===== config.mk =====
export PLATFORM = sky130hd
export DESIGN_NAME = mwd_decoder
export DESIGN_NICKNAME = d
export VERILOG_FILES = /design/src/rtl/mwd_pkg.sv /design/src/rtl/mwd_decoder.sv
export SDC_FILE = /design/constraint.sdc
export NUM_CORES = 1
export LEC_CHECK = 0
export ABC_AREA = 1
export BUFFER_PORTS_ARGS = -buffer_cell sky130_fd_sc_hd__buf_2
export CAP_MARGIN = 25
export CORE_MARGIN = 2
export CORE_UTILIZATION = 36
export DETAILED_ROUTE_END_ITERATION = 10
export PLACE_DENSITY = 0.68
export SYNTH_ARGS = -nofsm -noshare
export SYNTH_HDL_FRONTEND = slang
export SYNTH_SLANG_ARGS = --single-unit

===== constraint.sdc =====
create_clock -name core_clk -period 1.45 [get_ports core_clk]
set_input_delay 0.0725 -clock core_clk [delete_from_list [all_inputs] [get_ports core_clk]]
set_output_delay 0.0725 -clock core_clk [all_outputs]
set_load 0.05 [all_outputs]

===== src/rtl/mwd_pkg.sv =====
package mwd_pkg;

  // ************************************************************
  // Field positions within the 32-bit word (first halfword high)
  // ************************************************************
  localparam int POS_TOP_HI = 31;
  localparam int POS_TOP_LO = 29;
  localparam int POS_PRI_HI = 28;
  localparam int POS_PRI_LO = 25;
  localparam int POS_SZ_HI = 28;
  localparam int POS_SZ_LO = 27;
  localparam int POS_SEC4 = 24;
  localparam int POS_SEC3 = 23;
  localparam int POS_SEC2 = 22;
  localparam int POS_SEC0 = 20;
  localparam int POS_CTL = 15;
  localparam int POS_CP_TOP = 28;
  localparam int POS_CP_OP1_HI = 25;
  localparam int POS_CP_OP1_LO = 24;
  localparam int POS_CP_OP2_HI = 11;
  localparam int POS_CP_OP2_LO = 10;
  localparam int POS_CP_OP3 = 4;
  localparam int POS_VEC_U = 28;
  localparam int POS_VEC_A = 23;
  localparam int POS_VEC_B = 4;
  localparam int POS_SIZE_HI = 21;
  localparam int POS_SIZE_LO = 20;
  localparam int POS_OPC_HI = 11;
  localparam int POS_OPC_LO = 8;
  localparam int POS_SCALAR = 6;
  localparam int POS_MISC_SEL_HI = 17;
  localparam int POS_MISC_SEL_LO = 16;
  localparam int POS_MISC_HI = 10;
  localparam int POS_MISC_LO = 7;
  localparam int POS_DUP_HI = 9;
  localparam int POS_DUP_LO = 7;

  // ************************************************************
  // Selector values
  // ************************************************************
  localparam logic [2:0] TOP_WIDE = 3'h7;
  localparam logic [1:0] SZ_BRANCH = 2'h0;
  localparam logic [3:0] PRI_LDST = 4'h4;
  localparam logic [3:0] PRI_SHREG = 4'h5;
  localparam logic [1:0] PRI_BR_CLASS = 2'h2;
  localparam logic [3:0] PRI_LDST_SINGLE = 4'hc;
  localparam logic [3:0] PRI_DP_REG = 4'hd;
  localparam logic [1:0] PRI_COP_CLASS = 2'h3;
  localparam logic [1:0] CP_OP1_SIMD = 2'h3;
  localparam logic [1:0] SIZE_DOUBLE = 2'h3;
  localparam logic [1:0] MISC_SEL_WIDE = 2'h3;
  localparam logic [1:0] MISC_ROUND = 2'h1;
  localparam logic [1:0] MISC_ESTIMATE = 2'h2;
  localparam logic [1:0] MISC_CONVERT = 2'h3;
  localparam logic [3:0] OPC_DUP = 4'hc;
  localparam logic [2:0] DUP_SCALAR = 3'h0;

  // Different-length opcodes
  localparam logic [3:0] OPC_ADDL = 4'h0;
  localparam logic [3:0] OPC_ADDW = 4'h1;
  localparam logic [3:0] OPC_SUBL = 4'h2;
  localparam logic [3:0] OPC_SUBW = 4'h3;
  localparam logic [3:0] OPC_ADDHN = 4'h4;
  localparam logic [3:0] OPC_ABAL = 4'h5;
  localparam logic [3:0] OPC_SUBHN = 4'h6;
  localparam logic [3:0] OPC_ABDL = 4'h7;
  localparam logic [3:0] OPC_MLAL = 4'h8;
  localparam logic [3:0] OPC_QMLAL = 4'h9;
  localparam logic [3:0] OPC_MLSL = 4'ha;
  localparam logic [3:0] OPC_QMLSL = 4'hb;
  localparam logic [3:0] OPC_MULL = 4'hc;
  localparam logic [3:0] OPC_QMULL = 4'hd;
  localparam logic [3:0] OPC_MULLP = 4'he;

  // ************************************************************
  // Decode result types
  // ************************************************************
  typedef enum logic [4:0] {
    grp_none, grp_narrow16, grp_wide_branch, grp_ldst_multiple,
    grp_ldst_dual_excl, grp_dp_shifted_reg, grp_branch_misc,
    grp_dp_modified_imm, grp_dp_plain_imm, grp_vec_elem_ldst,
    grp_ldst_single, grp_dp_register, grp_mul_accum_absdiff,
    grp_long_mul_div, grp_sysreg_ldst_move64, grp_sysreg_move32,
    grp_fp_data_proc, grp_vec_additional, grp_vec_same_length,
    grp_vec_shift_imm, grp_vec_diff_length, grp_vec_reg_scalar,
    grp_vec_extract, grp_vec_misc, grp_vec_table, grp_vec_dup_scalar,
    grp_undefined
  } mwd_group_type;

  typedef enum logic [4:0] {
    op_none, widening_add_long, wide_add, widening_sub_long, wide_sub,
    add_narrow_high, sub_narrow_high, round_add_narrow_high,
    round_sub_narrow_high, sat_dbl_mul_accum_long, sat_dbl_mul_sub_long,
    sat_dbl_mul_long, abs_diff_accum_long, abs_diff_long,
    mul_accum_long, mul_sub_long, long_multiply, convert_round_up,
    convert_round_down, reciprocal_estimate, recip_sqrt_estimate,
    float_int_convert, duplicate_scalar
  } mwd_op_type;

  typedef struct packed {
    logic valid;
    mwd_group_type group;
    mwd_op_type op;
    logic undefined;
  } mwd_decode_type;

  localparam mwd_decode_type DECODE_RESET = '{
    valid: 1'b0, group: grp_none, op: op_none, undefined: 1'b0
  };

endpackage


===== src/rtl/mwd_decoder.sv =====
module mwd_decoder (
  // Clock and reset
  input wire logic core_clk,
  input wire logic rst,
  // Instruction word from fetch
  input wire logic instr_valid,
  input wire logic [31:0] instr_word,
  // Decoded selects to execute
  output mwd_pkg::mwd_decode_type decode
);

  // ************************************************************
  // Group and operation decode
  // ************************************************************
  mwd_pkg::mwd_group_type grp;
  mwd_pkg::mwd_op_type op;
  mwd_pkg::mwd_decode_type next_decode;
  logic [31:0] w;
  logic [3:0] pri;
  logic [3:0] opc;
  logic [3:0] misc;

  assign w = instr_word;
  assign pri = w[mwd_pkg::POS_PRI_HI:mwd_pkg::POS_PRI_LO];
  assign opc = w[mwd_pkg::POS_OPC_HI:mwd_pkg::POS_OPC_LO];
  assign misc = w[mwd_pkg::POS_MISC_HI:mwd_pkg::POS_MISC_LO];

  always_comb begin
    grp = mwd_pkg::grp_undefined;
    op = mwd_pkg::op_none;
    if (w[mwd_pkg::POS_TOP_HI:mwd_pkg::POS_TOP_LO] != mwd_pkg::TOP_WIDE) begin
      grp = mwd_pkg::grp_narrow16;
    end else if (w[mwd_pkg::POS_SZ_HI:mwd_pkg::POS_SZ_LO] ==
                 mwd_pkg::SZ_BRANCH) begin
      grp = mwd_pkg::grp_wide_branch;
    end else if (pri == mwd_pkg::PRI_LDST) begin
      grp = w[mwd_pkg::POS_SEC2] ? mwd_pkg::grp_ldst_dual_excl :
                                   mwd_pkg::grp_ldst_multiple;
    end else if (pri == mwd_pkg::PRI_SHREG) begin
      grp = mwd_pkg::grp_dp_shifted_reg;
    end else if (pri[3:2] == mwd_pkg::PRI_BR_CLASS) begin
      if (w[mwd_pkg::POS_CTL]) begin
        grp = mwd_pkg::grp_branch_misc;
      end else if (!pri[0]) begin
        grp = mwd_pkg::grp_dp_modified_imm;
      end else if (!w[mwd_pkg::POS_SEC0]) begin
        grp = mwd_pkg::grp_dp_plain_imm;
      end else begin
        grp = mwd_pkg::grp_undefined;
      end
    end else if (pri == mwd_pkg::PRI_LDST_SINGLE) begin
      if (w[mwd_pkg::POS_SEC4] && !w[mwd_pkg::POS_SEC0]) begin
        grp = mwd_pkg::grp_vec_elem_ldst;
      end else begin
        grp = mwd_pkg::grp_ldst_single;
      end
    end else if (pri == mwd_pkg::PRI_DP_REG) begin
      if (!w[mwd_pkg::POS_SEC4]) begin
        grp = mwd_pkg::grp_dp_register;
      end else if (!w[mwd_pkg::POS_SEC3]) begin
        grp = mwd_pkg::grp_mul_accum_absdiff;
      end else begin
        grp = mwd_pkg::grp_long_mul_div;
      end
    end else if (w[mwd_pkg::POS_CP_OP1_HI:mwd_pkg::POS_CP_OP1_LO] ==
                 mwd_pkg::CP_OP1_SIMD) begin
      // Only the x11x primaries remain here: coprocessor space.
      // vector sub-group split
      if (!w[mwd_pkg::POS_VEC_A]) begin
        grp = mwd_pkg::grp_vec_same_length;
      end else if (w[mwd_pkg::POS_VEC_B]) begin
        grp = mwd_pkg::grp_vec_shift_imm;
      end else if (w[mwd_pkg::POS_SIZE_HI:mwd_pkg::POS_SIZE_LO] !=
                   mwd_pkg::SIZE_DOUBLE) begin
        if (w[mwd_pkg::POS_SCALAR]) begin
          grp = mwd_pkg::grp_vec_reg_scalar;
        end else begin
          grp = mwd_pkg::grp_vec_diff_length;
          case (opc)
            mwd_pkg::OPC_ADDL: op = mwd_pkg::widening_add_long;
            mwd_pkg::OPC_ADDW: op = mwd_pkg::wide_add;
            mwd_pkg::OPC_SUBL: op = mwd_pkg::widening_sub_long;
            mwd_pkg::OPC_SUBW: op = mwd_pkg::wide_sub;
            mwd_pkg::OPC_ADDHN: op = w[mwd_pkg::POS_VEC_U] ?
              mwd_pkg::round_add_narrow_high : mwd_pkg::add_narrow_high;
            mwd_pkg::OPC_ABAL: op = mwd_pkg::abs_diff_accum_long;
            mwd_pkg::OPC_SUBHN: op = w[mwd_pkg::POS_VEC_U] ?
              mwd_pkg::round_sub_narrow_high : mwd_pkg::sub_narrow_high;
            mwd_pkg::OPC_ABDL: op = mwd_pkg::abs_diff_long;
            mwd_pkg::OPC_MLAL: op = mwd_pkg::mul_accum_long;
            mwd_pkg::OPC_QMLAL: op = mwd_pkg::sat_dbl_mul_accum_long;
            mwd_pkg::OPC_MLSL: op = mwd_pkg::mul_sub_long;
            mwd_pkg::OPC_QMLSL: op = mwd_pkg::sat_dbl_mul_sub_long;
            mwd_pkg::OPC_MULL: op = mwd_pkg::long_multiply;
            mwd_pkg::OPC_QMULL: op = mwd_pkg::sat_dbl_mul_long;
            mwd_pkg::OPC_MULLP: op = mwd_pkg::long_multiply;
            default: op = mwd_pkg::op_none;
          endcase
          if (op == mwd_pkg::op_none ||
              (w[mwd_pkg::POS_VEC_U] && opc[0] && opc[3])) begin
            grp = mwd_pkg::grp_undefined;
            op = mwd_pkg::op_none;
          end
        end
      end else if (!w[mwd_pkg::POS_VEC_U]) begin
        grp = mwd_pkg::grp_vec_extract;
      end else if (!opc[3]) begin
        grp = mwd_pkg::grp_vec_misc;
        if (w[mwd_pkg::POS_MISC_SEL_HI:mwd_pkg::POS_MISC_SEL_LO] ==
            mwd_pkg::MISC_SEL_WIDE) begin
          case (misc[3:2])
            mwd_pkg::MISC_ROUND: op = misc[1] ?
              mwd_pkg::convert_round_down : mwd_pkg::convert_round_up;
            mwd_pkg::MISC_ESTIMATE: op = misc[0] ?
              mwd_pkg::recip_sqrt_estimate : mwd_pkg::reciprocal_estimate;
            mwd_pkg::MISC_CONVERT: op = mwd_pkg::float_int_convert;
            default: op = mwd_pkg::op_none;
          endcase
        end
      end else if (!opc[2]) begin
        grp = mwd_pkg::grp_vec_table;
      end else if (opc == mwd_pkg::OPC_DUP &&
                   w[mwd_pkg::POS_DUP_HI:mwd_pkg::POS_DUP_LO] ==
                   mwd_pkg::DUP_SCALAR) begin
        grp = mwd_pkg::grp_vec_dup_scalar;
        op = mwd_pkg::duplicate_scalar;
      end else begin
        grp = mwd_pkg::grp_undefined;
      end
    end else if (!w[mwd_pkg::POS_CP_OP2_HI]) begin
      grp = mwd_pkg::grp_undefined;
    end else if (w[mwd_pkg::POS_CP_TOP]) begin
      grp = mwd_pkg::grp_vec_additional;
    end else if (!w[mwd_pkg::POS_CP_OP1_HI]) begin
      grp = mwd_pkg::grp_sysreg_ldst_move64;
    end else if (w[mwd_pkg::POS_CP_OP3]) begin
      grp = mwd_pkg::grp_sysreg_move32;
    end else if (!w[mwd_pkg::POS_CP_OP2_LO]) begin
      grp = mwd_pkg::grp_fp_data_proc;
    end else begin
      grp = mwd_pkg::grp_undefined;
    end
  end

  // ************************************************************
  // Output register
  // ************************************************************
  always_comb begin
    next_decode = mwd_pkg::DECODE_RESET;
    if (instr_valid) begin
      next_decode.valid = 1'b1;
      next_decode.group = grp;
      next_decode.op = op;
      next_decode.undefined = (grp == mwd_pkg::grp_undefined);
    end
  end

  always_ff @(posedge core_clk) begin
    if (rst) begin
      decode <= mwd_pkg::DECODE_RESET;
    end else begin
      decode <= next_decode;
    end
  end

  // ************************************************************
  // Assertions
  // ************************************************************
  logic chk_wide;
  logic chk_cop;
  logic [1:0] chk_op1;
  assign chk_wide = instr_valid &&
    w[mwd_pkg::POS_TOP_HI:mwd_pkg::POS_TOP_LO] == mwd_pkg::TOP_WIDE &&
    w[mwd_pkg::POS_SZ_HI:mwd_pkg::POS_SZ_LO] != mwd_pkg::SZ_BRANCH;
  assign chk_cop = chk_wide && pri[2:1] == mwd_pkg::PRI_COP_CLASS;
  assign chk_op1 = w[mwd_pkg::POS_CP_OP1_HI:mwd_pkg::POS_CP_OP1_LO];
endmodule


==> results_dict.tcl <==
set metrics [dict create \
    max_freq_mhz 756 \
    muxShareOfSynthArea 0 \
    largest_reg_flops 12 \
    synth_top_flop_cell "dfxtp_1" \
    drt_first_pass_iters 4 \
    cts_buffer_depth 2 \
    start_util 0.381 \
    yosysSeqAreaShare 0.229 \
    use_met1 0.228 \
    crit_fanout 4 \
    io_buffers 36 \
    post-cts-setup-buffers 0 \
    wl_per_cell_um 10.0 \
    critPathRequiredTime_ns 1.66 \
    grt.total_usage 0.167 \
    yosys.area_share.simple 0.482 \
    num_io_pins 47 \
    outcome "completed" \
    overflow 0 \
    diodes 0 \
    worstMarginPinSlew_ns 0.368 \
    ys_seq_elements 12 \
    cts-htree-levels 1 \
    arrival_ns 1.53 \
    ant_nets 0 \
    slew_headroom 0.748 \
    grt_start_max_net_pins 11 \
    rows 19 \
    worstHoldStart "instr_valid" \
    routabilityCongestion 0.917 \
    grt_pass1_wl_um 4490 \
    crit_start "rst" \
    fin_crit_sh 0.912 \
    die_x_um 58.0 \
    routed_via_density 4.93 \
    nets 260 \
    drc 0 \
    busiest_layer "met2" \
    maxCapViolations 0 \
    ff_latch_area_um2 240 \
    end_kind "flip-flop" \
    multiInputGateArea_um2 683 \
    synth_edf_count 0 \
    yosys.area.top_type "dfxtp_1" \
    hold_path.class "primary input to flip-flop" \
    num_vias 1256 \
    syn2layout_area_growth_pct 27.3 \
    synth_cells 183 \
    synthArstFlopShare 0 \
    antenna_found_initial 0 \
    cellPowerDensity_mw_per_mm2 638 \
    routed_wl_um 2550 \
    die_h_um 58.0 \
    setup_tns_ns 0 \
    synth.top_cells.by_count "nand2_1 (52), nor2_1 (27), inv_1 (20)" \
    die_area_mm2 0.00337 \
    first_global_vias 1082 \
    synth-compound-area-share 0.157 \
    fillers 302 \
    synth_xor_area_frac 0 \
    hold_viol 0 \
    yosys_warnings 0 \
    dp_hpwl_um 2130 \
    finalSetupViolations 0 \
    synth_nets 218 \
    post_synth.cell_area_avg_um2 5.74 \
    cts-root-buf "clkbuf_4" \
    core_area_mm2 0.00276 \
    synthTopCellsByArea "dfxtp_1 (23%), nand2_1 (19%), nor2_1 (9.6%)" \
    path_clk_slew_ns 0.07 \
    reg.largest.list "decode: 12 flops" \
    grt_util_met2 0.266 \
    synth_top_family_by_area "simple AND/OR/NAND/NOR gates" \
    final.min_clock_period_ns 1.32 \
    setup_ws_ns 0.127 \
    slew_violations 0 \
    cts_tree "done" \
    drtIter0Drc 33 \
    synth_adder_area_share 0 \
    worstSetupPathType "primary input to flip-flop" \
    leakage_nw 0.721 \
    grtUsageMet3 0.0290 \
    ir_drop_v 0.000507 \
    netlist-cell-type-count 29 \
    top_register "decode" \
    synth_top_cell_area_share 0.229 \
    synth.most_common_cell "nand2_1" \
    place_ws_ns 0.116 \
    start_kind "primary input" \
    cts_buffers 3 \
    layout-drive-gt1-share 0.304 \
    cts_num_sinks 12 \
    synth_area_mm2 0.00105 \
]
==> where the power goes <==
group          internal [W]  leakage (nW)  switching (W)
clock network      0.000152        0.0210       0.000101
registers          0.000334        0.0972    0.000000771
logic             0.0000944         0.603       0.000172
total              0.000580         0.721       0.000273
==> repair_timing <==
item / in CTS / in global routing
gates resized for setup: 0 / 2
hold endpoints to repair: 1 / 0
hold buffers: 1 / 0
setup endpoints to repair: 0 / 1
==> metrics by stage <==
stage               std cells   util  hold slack (ns)  total power (W)  cell area [um2]
floorplan                 183      -            0.165         0.000519             1050
global placement          250  0.464            0.252         0.000603             1280
detailed placement        250  0.464            0.257         0.000602             1280
CTS                       255  0.481           0.0254         0.000860             1330
global route              255  0.485           0.0346         0.000920             1340
finish                    255  0.485           0.0318         0.000854             1340
==> area by class of cell <==
type                       count  area share
clock buffer                   4      0.0271
inverter                      29      0.0833
multi-input combinational    137       0.511
sequential                    12       0.180
tap                           31      0.0290
timing repair buffer          42       0.170
==> final timing paths <==
check | depth (start not counted) | endpoint | slack (ns)
max | 9 | decode[0] | 0.13
min | 3 | decode[11] | 0.03
==> critical path, stage by stage <==
cell	delay [ns]
dlygate4sd3_1	0.53
buf_2	0.12
nor2_1	0.14
inv_2	0.07
nor2_2	0.10
inv_1	0.08
nor4_4	0.22
nand3_1	0.12
nor2_2	0.08
==> routing by layer <==
layer / up-vias / share of wire
met2: 45 / 0.45
met1: 532 / 0.47
met3: 4 / 0.063
li1: 675 / -
met5: - / 0
met4: 0 / 0.016
==> cell families (layout without fill, tap and decap cells) <==
group	Yosys count	in the layout
buffers and inverters	34	75
and+or+nand+nor	109	109
DFF	12	12
AOI/OAI and AO/OA	28	28
==> placed cells by master (no fill, tap or decap), drive strengths merged <==
cell | netlist | layout
clkbuf | 0 | 4
o22ai | 2 | 2
nand3 | 11 | 11
o211ai | 1 | 1
nor2 | 32 | 32
buf | 5 | 41
nand4 | 1 | 1
a31oi | 1 | 1
a21oi | 12 | 12
dlygate4sd3 | 0 | 1
o2111ai | 1 | 1
nor3 | 9 | 9
a32oi | 1 | 1
nor4 | 2 | 2
inv | 29 | 29
nand2 | 54 | 54
o21ai | 8 | 8
dfxtp | 12 | 12
a2111oi | 1 | 1
o221ai | 1 | 1
(Power assumes the default switching activity.)
